$ cat src/supervisor_pkg.sv
// Purpose: Constants and carrier types for the line mode and fault supervisor
// Assumes: 125 MHz system clock
// Notes: Times are kept in their own unit; cycle counts derive from them
package supervisor_pkg;

	localparam int CLK_MHZ = 125;
	localparam int RISE_QUALIFY_US = 300;
	localparam int FALL_QUALIFY_MS = 54;
	localparam int FAULT_BLANK_US = 30;
	// Least times round up; all are whole here
	localparam int RISE_QUALIFY_CYC = RISE_QUALIFY_US * CLK_MHZ;
	localparam int FALL_QUALIFY_CYC = FALL_QUALIFY_MS * 1000 * CLK_MHZ;
	localparam int FAULT_BLANK_CYC = FAULT_BLANK_US * CLK_MHZ;
	localparam int ONTIME_DIV_HIGH = 3;
	localparam int ONTIME_DIV_LOW = 1;
	localparam int CNT_W = 24;

	// Feed-forward gain codes per line mode
	localparam logic [1:0] GAIN_LOW = 2'h1;
	localparam logic [1:0] GAIN_HIGH = 2'h2;

	// Register map
	localparam logic [7:0] ADDR_CTRL = 8'h00;
	localparam logic [7:0] ADDR_STATUS = 8'h04;
	localparam logic [7:0] ADDR_IRQ_STAT = 8'h08;
	localparam logic [7:0] ADDR_IRQ_MASK = 8'h0C;
	localparam logic [31:0] CTRL_RESET = 32'h0000_0001;
	localparam logic [31:0] MASK_RESET = 32'h0000_0000;
	localparam int IRQ_W = 4;
	localparam int IRQ_HIGH = 0;
	localparam int IRQ_LOW = 1;
	localparam int IRQ_UPPER = 2;
	localparam int IRQ_LOWER = 3;
	localparam logic [1:0] RESP_OKAY = 2'h0;
	localparam logic [1:0] RESP_SLVERR = 2'h2;

	typedef enum {ST_RUN, ST_HICCUP, ST_DISABLED, ST_LATCHED, ST_OT_WAIT} ctl_t;

	typedef struct packed {
		logic line_select;
		logic brownout_stop;
		logic upper_fault;
		logic lower_fault;
		logic otp_exit;
	} comp_t;

	typedef struct packed {
		logic soft_start;
		logic flyback_en;
		logic supply_on;
		logic supply_reset;
		logic brownout;
		logic hiccup_done;
	} stat_t;

	typedef struct packed {
		logic high_line;
		logic [1:0] ff_gain;
		logic [1:0] ontime_div;
		logic ctrl_enable;
		logic hiccup_req;
		logic latched;
		logic otp_pullup;
	} ctl_out_t;

endpackage

$ cat src/line_fault_supervisor.sv
// Purpose: Line mode selection and fault input qualification
// Assumes: Comparator and supply status levels arrive asynchronously
// Notes: Registers over AXI4-Lite; one level interrupt output
// Functional notes
// Power-up starts in low-line mode
// Line select held over 300 us enters high
// Rise timer inhibited until brown-out stop seen
// 54 ms deasserted timer returns to low
// High line divides max on-time by three
// Line mode selects feed-forward gain
// Qualified upper fault starts triple hiccup
// Qualified lower fault disables controller
// Between thresholds no fault, normal operation
// Option A latches off on overtemperature
// Option B waits exit threshold and supply-on
// Both fault comparators blanked 30 us
// Lower fault ignored during soft-start
// Option B pull-up held while lower fault
// Upper detection armed while flyback enabled
// Latch cleared by brown-out or supply reset
// Brown-out stop flag drives the inhibit
// Counter timers, synchronised comparator inputs
`timescale 1ns/1ps
module line_fault_supervisor #(
	parameter int RISE_CYC = supervisor_pkg::RISE_QUALIFY_CYC,
	parameter int FALL_CYC = supervisor_pkg::FALL_QUALIFY_CYC,
	parameter int BLANK_CYC = supervisor_pkg::FAULT_BLANK_CYC,
	parameter bit OPTION_B = 1'b0
) (
	// Clock and reset
	input wire logic CLK_SYS,
	input wire logic RST_N,
	// Asynchronous comparator and status inputs
	input wire supervisor_pkg::comp_t COMP,
	input wire supervisor_pkg::stat_t STAT,
	// Supervisor outputs
	output supervisor_pkg::ctl_out_t CTL,
	output logic IRQ,
	// AXI4-Lite slave
	input wire logic [7:0] AWADDR,
	input wire logic AWVALID,
	output logic AWREADY,
	input wire logic [31:0] WDATA,
	input wire logic [3:0] WSTRB,
	input wire logic WVALID,
	output logic WREADY,
	output logic [1:0] BRESP,
	output logic BVALID,
	input wire logic BREADY,
	input wire logic [7:0] ARADDR,
	input wire logic ARVALID,
	output logic ARREADY,
	output logic [31:0] RDATA,
	output logic [1:0] RRESP,
	output logic RVALID,
	input wire logic RREADY
);
	localparam int W = supervisor_pkg::CNT_W;
	localparam int NS = 11;

	// Two-stage synchronisers for every asynchronous level
	logic [NS-1:0] s1_q, s2_q;
	always_ff @(posedge CLK_SYS or negedge RST_N) begin
		if (!RST_N) begin
			s1_q <= '0;
			s2_q <= '0;
		end else begin
			s1_q <= {COMP, STAT};
			s2_q <= s1_q;
		end
	end
	supervisor_pkg::comp_t c;
	supervisor_pkg::stat_t s;
	assign {c, s} = s2_q;

	// Line mode state
	logic high_q, high_d, inhibit_q, inhibit_d;
	logic [W-1:0] rise_q, rise_d, fall_q, fall_d;
	logic ev_high, ev_low;

	always_comb begin
		high_d = high_q;
		inhibit_d = inhibit_q;
		rise_d = '0;
		fall_d = '0;
		ev_high = 1'b0;
		ev_low = 1'b0;
		if (c.brownout_stop)
			inhibit_d = 1'b0;
		if (!high_q) begin
			if (c.line_select && !inhibit_q) begin
				if (rise_q == W'(RISE_CYC)) begin
					high_d = 1'b1;
					ev_high = 1'b1;
				end else begin
					rise_d = rise_q + 1'b1;
				end
			end
		end else if (!c.line_select) begin
			if (fall_q == W'(FALL_CYC - 1)) begin
				high_d = 1'b0;
				inhibit_d = !c.brownout_stop;
				ev_low = 1'b1;
			end else begin
				fall_d = fall_q + 1'b1;
			end
		end
	end

	always_ff @(posedge CLK_SYS or negedge RST_N) begin
		if (!RST_N) begin
			high_q <= 1'b0;
			inhibit_q <= 1'b0;
			rise_q <= '0;
			fall_q <= '0;
		end else begin
			high_q <= high_d;
			inhibit_q <= inhibit_d;
			rise_q <= rise_d;
			fall_q <= fall_d;
		end
	end

	// Fault blanking: a fault counts once held longer than the delay
	logic [1:0] raw, qual;
	logic [1:0][W-1:0] bl_q, bl_d;
	assign raw[0] = c.upper_fault && s.flyback_en;
	assign raw[1] = c.lower_fault && !s.soft_start;
	for (genvar i = 0; i < 2; i++) begin : g_blank
		always_comb begin
			bl_d[i] = '0;
			if (raw[i] && bl_q[i] != W'(BLANK_CYC))
				bl_d[i] = bl_q[i] + 1'b1;
			else if (raw[i])
				bl_d[i] = bl_q[i];
		end
		assign qual[i] = raw[i] && bl_q[i] == W'(BLANK_CYC);
		always_ff @(posedge CLK_SYS or negedge RST_N) begin
			if (!RST_N)
				bl_q[i] <= '0;
			else
				bl_q[i] <= bl_d[i];
		end
	end

	// Controller enable state machine
	supervisor_pkg::ctl_t st_q, st_d;
	logic ev_up, ev_lo;
	always_comb begin
		st_d = st_q;
		ev_up = 1'b0;
		ev_lo = 1'b0;
		unique case (st_q)
			supervisor_pkg::ST_RUN: begin
				if (qual[1]) begin
					ev_lo = 1'b1;
					st_d = OPTION_B ? supervisor_pkg::ST_OT_WAIT
						: supervisor_pkg::ST_LATCHED;
				end else if (qual[0]) begin
					ev_up = 1'b1;
					st_d = supervisor_pkg::ST_HICCUP;
				end
			end
			supervisor_pkg::ST_HICCUP: begin
				if (s.hiccup_done)
					st_d = supervisor_pkg::ST_RUN;
			end
			supervisor_pkg::ST_OT_WAIT: begin
				if (c.otp_exit && s.supply_on)
					st_d = supervisor_pkg::ST_RUN;
			end
			supervisor_pkg::ST_LATCHED: begin
				if (s.brownout || s.supply_reset)
					st_d = supervisor_pkg::ST_RUN;
			end
			supervisor_pkg::ST_DISABLED: begin
				st_d = supervisor_pkg::ST_RUN;
			end
		endcase
	end
	always_ff @(posedge CLK_SYS or negedge RST_N) begin
		if (!RST_N)
			st_q <= supervisor_pkg::ST_RUN;
		else
			st_q <= st_d;
	end

	// Registered outputs
	supervisor_pkg::ctl_out_t ctl_d;
	logic sw_en_q;
	always_comb begin
		ctl_d.high_line = high_q;
		ctl_d.ff_gain = high_q ? supervisor_pkg::GAIN_HIGH
			: supervisor_pkg::GAIN_LOW;
		ctl_d.ontime_div = high_q ? 2'(supervisor_pkg::ONTIME_DIV_HIGH)
			: 2'(supervisor_pkg::ONTIME_DIV_LOW);
		ctl_d.ctrl_enable = st_q == supervisor_pkg::ST_RUN && sw_en_q;
		ctl_d.hiccup_req = st_q == supervisor_pkg::ST_HICCUP;
		ctl_d.latched = st_q == supervisor_pkg::ST_LATCHED;
		// Pull-up stays on while the lower fault is held, whatever supply
		ctl_d.otp_pullup = !OPTION_B || st_q != supervisor_pkg::ST_OT_WAIT
			|| c.lower_fault || !c.otp_exit;
	end
	always_ff @(posedge CLK_SYS or negedge RST_N) begin
		if (!RST_N)
			CTL <= '0;
		else
			CTL <= ctl_d;
	end

	// Register file over AXI4-Lite
	logic [supervisor_pkg::IRQ_W-1:0] ist_q, ist_d, imsk_q, imsk_d, ev;
	logic sw_en_d;
	logic aw_q, aw_d, w_q, w_d, bv_d, rv_d;
	logic [7:0] awa_q, awa_d;
	logic [31:0] wd_q, wd_d, rd_d;
	logic [1:0] br_d, rr_d;
	logic do_wr;
	assign ev = {ev_lo, ev_up, ev_low, ev_high};
	assign AWREADY = !aw_q && !BVALID;
	assign WREADY = !w_q && !BVALID;
	assign ARREADY = !RVALID;
	assign IRQ = |(ist_q & imsk_q);

	always_comb begin
		aw_d = aw_q;
		w_d = w_q;
		awa_d = awa_q;
		wd_d = wd_q;
		if (AWVALID && AWREADY) begin
			aw_d = 1'b1;
			awa_d = AWADDR;
		end
		if (WVALID && WREADY) begin
			w_d = 1'b1;
			wd_d = WDATA & {{8{WSTRB[3]}}, {8{WSTRB[2]}},
				{8{WSTRB[1]}}, {8{WSTRB[0]}}};
		end
		do_wr = aw_q && w_q;
		bv_d = BVALID && !BREADY;
		br_d = BRESP;
		sw_en_d = sw_en_q;
		imsk_d = imsk_q;
		// Set wins over a write-one clear in the same cycle
		ist_d = ist_q;
		if (do_wr) begin
			aw_d = 1'b0;
			w_d = 1'b0;
			bv_d = 1'b1;
			br_d = supervisor_pkg::RESP_OKAY;
			unique case (awa_q)
				supervisor_pkg::ADDR_CTRL: sw_en_d = wd_q[0];
				supervisor_pkg::ADDR_IRQ_STAT:
					ist_d = ist_q & ~wd_q[supervisor_pkg::IRQ_W-1:0];
				supervisor_pkg::ADDR_IRQ_MASK:
					imsk_d = wd_q[supervisor_pkg::IRQ_W-1:0];
				supervisor_pkg::ADDR_STATUS: ;
				default: br_d = supervisor_pkg::RESP_SLVERR;
			endcase
		end
		ist_d = ist_d | ev;
		rv_d = RVALID && !RREADY;
		rd_d = RDATA;
		rr_d = RRESP;
		if (ARVALID && ARREADY) begin
			rv_d = 1'b1;
			rr_d = supervisor_pkg::RESP_OKAY;
			rd_d = '0;
			unique case (ARADDR)
				supervisor_pkg::ADDR_CTRL: rd_d[0] = sw_en_q;
				supervisor_pkg::ADDR_STATUS:
					rd_d[4:0] = {CTL.latched, CTL.hiccup_req,
						CTL.ctrl_enable, inhibit_q, high_q};
				supervisor_pkg::ADDR_IRQ_STAT:
					rd_d[supervisor_pkg::IRQ_W-1:0] = ist_q;
				supervisor_pkg::ADDR_IRQ_MASK:
					rd_d[supervisor_pkg::IRQ_W-1:0] = imsk_q;
				default: rr_d = supervisor_pkg::RESP_SLVERR;
			endcase
		end
	end

	always_ff @(posedge CLK_SYS or negedge RST_N) begin
		if (!RST_N) begin
			aw_q <= 1'b0;
			w_q <= 1'b0;
			awa_q <= '0;
			wd_q <= '0;
			BVALID <= 1'b0;
			BRESP <= supervisor_pkg::RESP_OKAY;
			RVALID <= 1'b0;
			RDATA <= '0;
			RRESP <= supervisor_pkg::RESP_OKAY;
			sw_en_q <= supervisor_pkg::CTRL_RESET[0];
			ist_q <= '0;
			imsk_q <= supervisor_pkg::MASK_RESET[supervisor_pkg::IRQ_W-1:0];
		end else begin
			aw_q <= aw_d;
			w_q <= w_d;
			awa_q <= awa_d;
			wd_q <= wd_d;
			BVALID <= bv_d;
			BRESP <= br_d;
			RVALID <= rv_d;
			RDATA <= rd_d;
			RRESP <= rr_d;
			sw_en_q <= sw_en_d;
			ist_q <= ist_d;
			imsk_q <= imsk_d;
		end
	end

	// Checks
	a_reset_low: assert property (@(posedge CLK_SYS)
		$rose(RST_N) |-> !high_q)
		else $error("line mode not low after reset");
	a_rise_needs_line: assert property (@(posedge CLK_SYS) disable iff (!RST_N)
		$rose(high_q) |-> $past(c.line_select) && !$past(inhibit_q))
		else $error("high line entered without qualified select");
	a_inhibit_blocks: assert property (@(posedge CLK_SYS) disable iff (!RST_N)
		inhibit_q |-> rise_q == '0)
		else $error("rise timer ran while inhibited");
	a_fall_sets_inh: assert property (@(posedge CLK_SYS) disable iff (!RST_N)
		$fell(high_q) && !$past(c.brownout_stop) |-> inhibit_q)
		else $error("return to low without inhibit");
	a_ontime_div: assert property (@(posedge CLK_SYS) disable iff (!RST_N)
		high_q |=> CTL.ontime_div == 2'(supervisor_pkg::ONTIME_DIV_HIGH))
		else $error("on-time divider not three in high line");
	a_upper_hiccup: assert property (@(posedge CLK_SYS) disable iff (!RST_N)
		ev_up |=> st_q == supervisor_pkg::ST_HICCUP ##1 CTL.hiccup_req)
		else $error("upper fault did not hiccup");
	a_blank_armed: assert property (@(posedge CLK_SYS) disable iff (!RST_N)
		!s.flyback_en |-> !qual[0])
		else $error("upper fault qualified while flyback off");
	a_soft_ignore: assert property (@(posedge CLK_SYS) disable iff (!RST_N)
		s.soft_start |-> !qual[1] && bl_q[1] == '0)
		else $error("lower fault seen during soft-start");
	a_latch_hold: assert property (@(posedge CLK_SYS) disable iff (!RST_N)
		st_q == supervisor_pkg::ST_LATCHED && !s.brownout && !s.supply_reset
		|=> st_q == supervisor_pkg::ST_LATCHED)
		else $error("latch released without cause");
	c_high_line: cover property (@(posedge CLK_SYS) $rose(high_q));
	c_back_low: cover property (@(posedge CLK_SYS) $fell(high_q));
	c_hiccup: cover property (@(posedge CLK_SYS) ev_up);
	c_lower: cover property (@(posedge CLK_SYS) ev_lo);
endmodule

$ cat config.mk
export PLATFORM = sky130hd
export DESIGN_NAME = line_fault_supervisor
export DESIGN_NICKNAME = d
export VERILOG_FILES = /design/src/supervisor_pkg.sv /design/src/line_fault_supervisor.sv
export SDC_FILE = /design/constraint.sdc
export NUM_CORES = 1
export LEC_CHECK = 0
export ABC_AREA = 1
export BUFFER_PORTS_ARGS = -buffer_cell sky130_fd_sc_hd__buf_4
export CAP_MARGIN = 20
export CORE_UTILIZATION = 58
export CTS_CLUSTER_SIZE = 20
export DETAILED_ROUTE_END_ITERATION = 7
export HOLD_SLACK_MARGIN = 0.12
export PLACE_DENSITY = 0.81
export SETUP_SLACK_MARGIN = 0.1
export SYNTH_ARGS = -nofsm -noshare
export SYNTH_HDL_FRONTEND = slang
export SYNTH_SLANG_ARGS = --single-unit
$ cat constraint.sdc
create_clock -name CLK_SYS -period 1.5 [get_ports CLK_SYS]
set_input_delay 0 -clock CLK_SYS [delete_from_list [all_inputs] [get_ports CLK_SYS]]
set_output_delay 0 -clock CLK_SYS [all_outputs]
set_load 0.1 [all_outputs]
==> flow_metrics.tcl, run 1 <==
set metrics [dict create \
    reg2reg_slack_ps -10 \
    hp-class "input port to register" \
    die_w_um 121 \
    clockBufferDepth 2 \
    synth_top_cell_area_share 0.476 \
    power-per-cell-area_mw_per_mm2 1020 \
    num_vias 7706 \
    grt-ovfl-total 0 \
    io_buffer_count 58 \
    leakage_nw 4.89 \
    area_delta_synth_final_pct 33.1 \
    power_mw 11.1 \
    fin_nets 1296 \
    worst-path-buf-inv 2 \
    worst_slack_ps -9.92 \
    end_kind "register" \
    start_util 0.606 \
    cp-start-kind "register" \
    insertion_delay_ps 450 \
    routed_wl_um 21600 \
    grt_pass1_wl_um 31700 \
    post_dp_cell_area_mm2 0.00900 \
    dieArea_mm2 0.0145 \
    final_util 0.807 \
    wl_per_cell_um 15.3 \
    drt_iter0_drc 646 \
    place_congestion 0.968 \
    min_period_over_period 1.01 \
    drcViolationCount 0 \
    status "finished, violations left" \
    violations "negative setup slack" \
    fill_cells 820 \
    setup_viol 5 \
    ys_warn_count 0 \
    slowest_delay_ps 370 \
    dpl.hpwl_um 13100 \
    cts_sinks 156 \
    fmax_ghz 0.662 \
    clockRootBuffer "clkbuf_16" \
    syn_avg_cell_area_um2 7.78 \
    maxCapViolations 0 \
    final_common_cell "nand2_1" \
    fin_crit_ps 1510 \
    cp_slowest_cell "dfrtp_1" \
    finalInstanceArea_mm2 0.0109 \
    viasPerCell 5.47 \
    drv_slew 0 \
    synth-seq-cells 156 \
    ys.flop_type "dfrtp_1" \
    hold_viol 0 \
    crit_fanout 8 \
    rows 42 \
    grt_pass1_vias 6956 \
    numCtsBuffers 17 \
    cp_top_family "simple AND/OR/NAND/NOR gates" \
    io_pins 121 \
    crit_required_ps 1830 \
    clock_skew_ps 10.2 \
    antenna_cells 0 \
    worst-setup-path-type "register to register" \
    holdWs_ps 201 \
    clk_pin_slew_ps 70 \
    cts_tree "yes" \
    layout_common_cells "228 x nand2_1, 168 x nor2_1, 142 x dfrtp_1, 108 x buf_4, 102 x inv_1" \
    layout-drive-gt1-share 0.284 \
    firstDrtPassIters 5 \
    path_cells "buf_6 > ha_4 > nand3_4 > nor2_4 > nand2_2 > nor2_4 > nor2_2 > buf_6 > nand2_1 > nor2_1" \
    preCtsSetupSlack_ps -28.3 \
    cts_htree_levels 4 \
    grt_max_degree 47 \
    die_y_um 121 \
    grt_antenna_before_repair 0 \
    ant_nets 0 \
    synth_area_leaders "dfrtp_1 48%, nand2_1 12%, nor2_1 9.2%, inv_1 5.2%, nand3_1 3.9%" \
    rsz0062_at_grt "true" \
    ys_types 40 \
    synth-edff-count 0 \
    async_reset_ff_frac 1.00 \
    coreArea_mm2 0.0135 \
    cp.arrival_ps 1840 \
    syn_inst 1048 \
    ir_worst_vdd_uv 822 \
    ys_seq_area_frac 0.479 \
    grtUsageTotal 0.279 \
    synth_top_area_cell "dfrtp_1" \
    syn-cell-area_mm2 0.00816 \
]
## cells by family after synthesis
family | Yosys count | synth area share
other cells | 2 | 0.000921
compound gates | 80 | 0.0526
simple gates | 621 | 0.338
xor+xnor | 17 | 0.0183
buf+inv | 157 | 0.0894
mux | 8 | 0.0110
flops | 156 | 0.479
fa+ha+maj | 7 | 0.0107
## stage by stage
step / TNS [ps] / std cells
final: -33.3 / 1408
after global routing: -2710 / 1408
after CTS: 0 / 1390
after detailed placement: -71.1 / 1306
after global placement: 0 / 1306
after floorplan: -4100 / 1076
## report_power, final
group	internal (mW)	switching, mW
combinational	0.593	1.51
clock	2.34	1.92
sequential	4.51	0.243
## worst reg2reg max path, stage by stage (launching register included)
cell and delay [ps]:
dfrtp_1 370, buf_6 110, ha_4 140, nand3_4 110, nor2_4 130, nand2_2 70, nor2_4 140, nor2_2 60
buf_6 150, nand2_1 80, nor2_1 40
## final timing paths
kind	from	end	cells after the start
hold / removal	STAT[5]	s1_q[5]$_DFF_PN0_	2
hold reg to reg	s1_q[1]$_DFF_PN0_	s2_q[1]$_DFF_PN0_	0
max in group asynchronous	RST_N	fall_q[2]$_DFF_PN0_	4
min in group asynchronous	RST_N	fall_q[15]$_DFF_PN0_	3
setup / recovery	fall_q[0]$_DFF_PN0_	fall_q[22]$_DFF_PN0_	10
setup reg to reg	fall_q[0]$_DFF_PN0_	fall_q[22]$_DFF_PN0_	10
## layout make-up
cell class                 count  area (µm²)  share of cell area
multi-input combinational    763        4250               0.391
sequential                   156        3930               0.362
timing repair buffer         163        1420               0.131
inverter                     118         462              0.0425
clock buffer                  17         425              0.0392
tap                          176         220              0.0203
clock inverter                15         155              0.0143
## per-layer routing
layer	track usage	part of all wire	up-vias
li1	-	-	3596
met1	0.348	0.39	3706
met2	0.479	0.52	322
met3	0.0590	0.059	82
met4	0.103	0.031	0
met5	0	0	-
## Yosys cell counts, types with 2 or more instances
| master | n |
|---|---|
| nor2_4 | 9 |
| buf_2 | 3 |
| xor2_1 | 11 |
| nor2_1 | 199 |
| inv_1 | 114 |
| nand2_1 | 253 |
| nand2_2 | 11 |
| mux2_2 | 8 |
| or2_2 | 3 |
| nor3b_1 | 6 |
| ha_1 | 7 |
| nand3_1 | 64 |
| nand3b_1 | 3 |
| nand4_1 | 19 |
| nor2_2 | 13 |
| buf_4 | 34 |
| xnor2_1 | 6 |
| nand3_2 | 5 |
| a31oi_1 | 4 |
| conb_1 | 2 |
| nand2_4 | 2 |
| dfrtp_1 | 155 |
| nor3_4 | 2 |
| a21oi_1 | 25 |
| nor3_1 | 29 |
| o21ai_0 | 45 |
| inv_2 | 3 |
## state kept, by name, summed over array words and instances, names as in the netlist, 5 cells and up
register / cells
CTL: 6
RDATA: 5
awa_q: 8
bl_q: 48
fall_q: 24
rise_q: 24
s1_q: 9
s2_q: 9
## repair_timing
action	CTS	global route
hold buffers	37	0
gates cloned	0	0
hold endpoints to repair	187	0
pin swaps	19	58
resized for setup	43	151
endpoints found under the setup margin	72	102
buffers inserted	15	20
(Power assumes the default switching activity.)
==> run 2: changes to the inputs <==
--- a/config.mk
+++ b/config.mk
@@ -13,7 +13,9 @@
 export DETAILED_ROUTE_END_ITERATION = 7
 export HOLD_SLACK_MARGIN = 0.12
 export PLACE_DENSITY = 0.81
+export REMOVE_ABC_BUFFERS = 1
 export SETUP_SLACK_MARGIN = 0.1
 export SYNTH_ARGS = -nofsm -noshare
 export SYNTH_HDL_FRONTEND = slang
 export SYNTH_SLANG_ARGS = --single-unit
+export TNS_END_PERCENT = 10
==> run 2 against run 1 <==
Maximum frequency fell by 5.7%. Combinational power hardly changed. Final cell count decreased by 0.64%. Non-clock buffer count shrank 11. Cell area is 1.1% lower. Via count is 1.3% lower. Total power rose by 3.0%. Clock-buffer cell count up 3. Clock skew decreased by 1.5 ps. Largest cell class unchanged. The run still ends with negative setup slack left. Global-route usage is 0.16 points higher. Die area stayed put.
==> flow_metrics.tcl, run 2 (synthesis results as in run 1) <==
set metrics [dict create \
    viasPerCell 5.44 \
    reg_top3 "bl_q: 48 flops, fall_q: 24 flops, rise_q: 24 flops" \
    violations "negative setup slack" \
    crit_fanout 5 \
    routed_wl_um 22200 \
    area_delta_synth_final_pct 31.7 \
    min_period_over_period 1.07 \
    coreArea_mm2 0.0135 \
    num_vias 7605 \
    clockBufferDepth 2 \
    rsz0062_at_grt "true" \
    status "finished, violations left" \
    grt_max_degree 61 \
    cp.arrival_ps 1920 \
    dieArea_mm2 0.0145 \
    setup_viol 19 \
    dp_cells 1303 \
    power_mw 11.5 \
    final_common_cell "nand2_1" \
    insertion_delay_ps 440 \
    cts_htree_levels 4 \
    cp-start-kind "register" \
    finalNonFillerCells 1399 \
    layout_common_cells "218 x nand2_1, 162 x nor2_1, 140 x dfrtp_1, 100 x inv_1, 99 x buf_4" \
    grt_pass1_wl_um 31700 \
    numCtsBuffers 17 \
    start_util 0.606 \
    cts_tree "yes" \
    worst-setup-path-type "register to register" \
    fmax_ghz 0.624 \
    largest_reg_flops 48 \
    worst_slack_ps -102 \
    drv_slew 0 \
    grt_pass1_vias 6750 \
    io_pins 121 \
    layout-drive-gt1-share 0.286 \
    fin_setup_tns_ps -492 \
    crit_required_ps 1810 \
    cts_sinks 156 \
    fin_nets 1286 \
    multiInputGateArea_mm2 0.00419 \
    grtUsageTotal 0.281 \
    clockRootBuffer "clkbuf_16" \
    ant_nets 0 \
    grt_antenna_before_repair 1 \
    maxCapViolations 0 \
    end_kind "register" \
    dpl.hpwl_um 12700 \
    die_w_um 121 \
    fin_crit_ps 1600 \
    place_congestion 0.949 \
    die_y_um 121 \
    rows 42 \
    ir_worst_vdd_uv 1340 \
    post_dp_cell_area_mm2 0.00892 \
    hold_viol 0 \
    finalInstanceArea_mm2 0.0107 \
    holdWs_ps 221 \
    fill_cells 859 \
    wl_per_cell_um 15.9 \
    leakage_nw 4.88 \
    regArea_mm2 0.00392 \
    firstDrtPassIters 6 \
    final_util 0.798 \
    drcViolationCount 0 \
    io_buffer_count 58 \
    grt-ovfl-total 0 \
    clk_pin_slew_ps 60 \
    preCtsSetupSlack_ps -6.36 \
    clock_skew_ps 8.70 \
    top_register "bl_q" \
    power-per-cell-area_mw_per_mm2 1070 \
    hp-class "input port to register" \
    drt_iter0_drc 526 \
]
-- run 2: critical path: stages, from the launching register on --
cell	delay (ps)
dfrtp_1	450
inv_1	90
ha_2	200
nand2_1	80
nor2_1	130
nand4_1	260
nand2_1	190
o21ai_2	80
-- run 2: final timing paths --
path	from	end	slack [ps]	cells after the start
worst min register to register	s1_q[0]$_DFF_PN0_	s2_q[0]$_DFF_PN0_	350	0
max in group asynchronous	RST_N	sw_en_q$_DFFE_PN1P_	350	4
worst max-delay path	bl_q[24]$_DFFE_PN0P_	ist_q[2]$_DFF_PN0_	-100	7
worst min-delay path	STAT[2]	s1_q[2]$_DFF_PN0_	220	2
min in group asynchronous	RST_N	fall_q[21]$_DFF_PN0_	520	3
worst max register to register	bl_q[24]$_DFFE_PN0P_	ist_q[2]$_DFF_PN0_	-100	7
-- run 2: timing repair --
action,4_1_cts,5_1_grt
gates cloned,0,2
hold buffers,37,0
buffers inserted,3,21
endpoints found under the setup margin,64,116
resized for setup,10,199
endpoints found under the hold margin,187,0
pin swaps,5,70
-- run 2: cell type report --
cell class                 count  share of cell area
multi-input combinational    763               0.390
sequential                   156               0.365
timing repair buffer         152               0.124
clock buffer                  20              0.0425
inverter                     118              0.0423
tap                          176              0.0205
clock inverter                12              0.0149
timing repair inverter         1            0.000583
antenna                        1            0.000233
-- run 2: layer usage --
layer	part of all wire	vias to the layer above	track usage
met5	0	-	0
met4	0.032	0	0.0934
met3	0.056	74	0.0745
met2	0.50	319	0.462
met1	0.41	3627	0.361
li1	-	3585	-
-- run 2: where the power goes --
| group | switching [mW] | leakage (nW) | internal [mW] |
|---|---|---|---|
| combinational | 1.57 | 2.53 | 0.571 |
| sequential | 0.251 | 2.06 | 4.50 |
| clock | 1.84 | 0.289 | 2.72 |
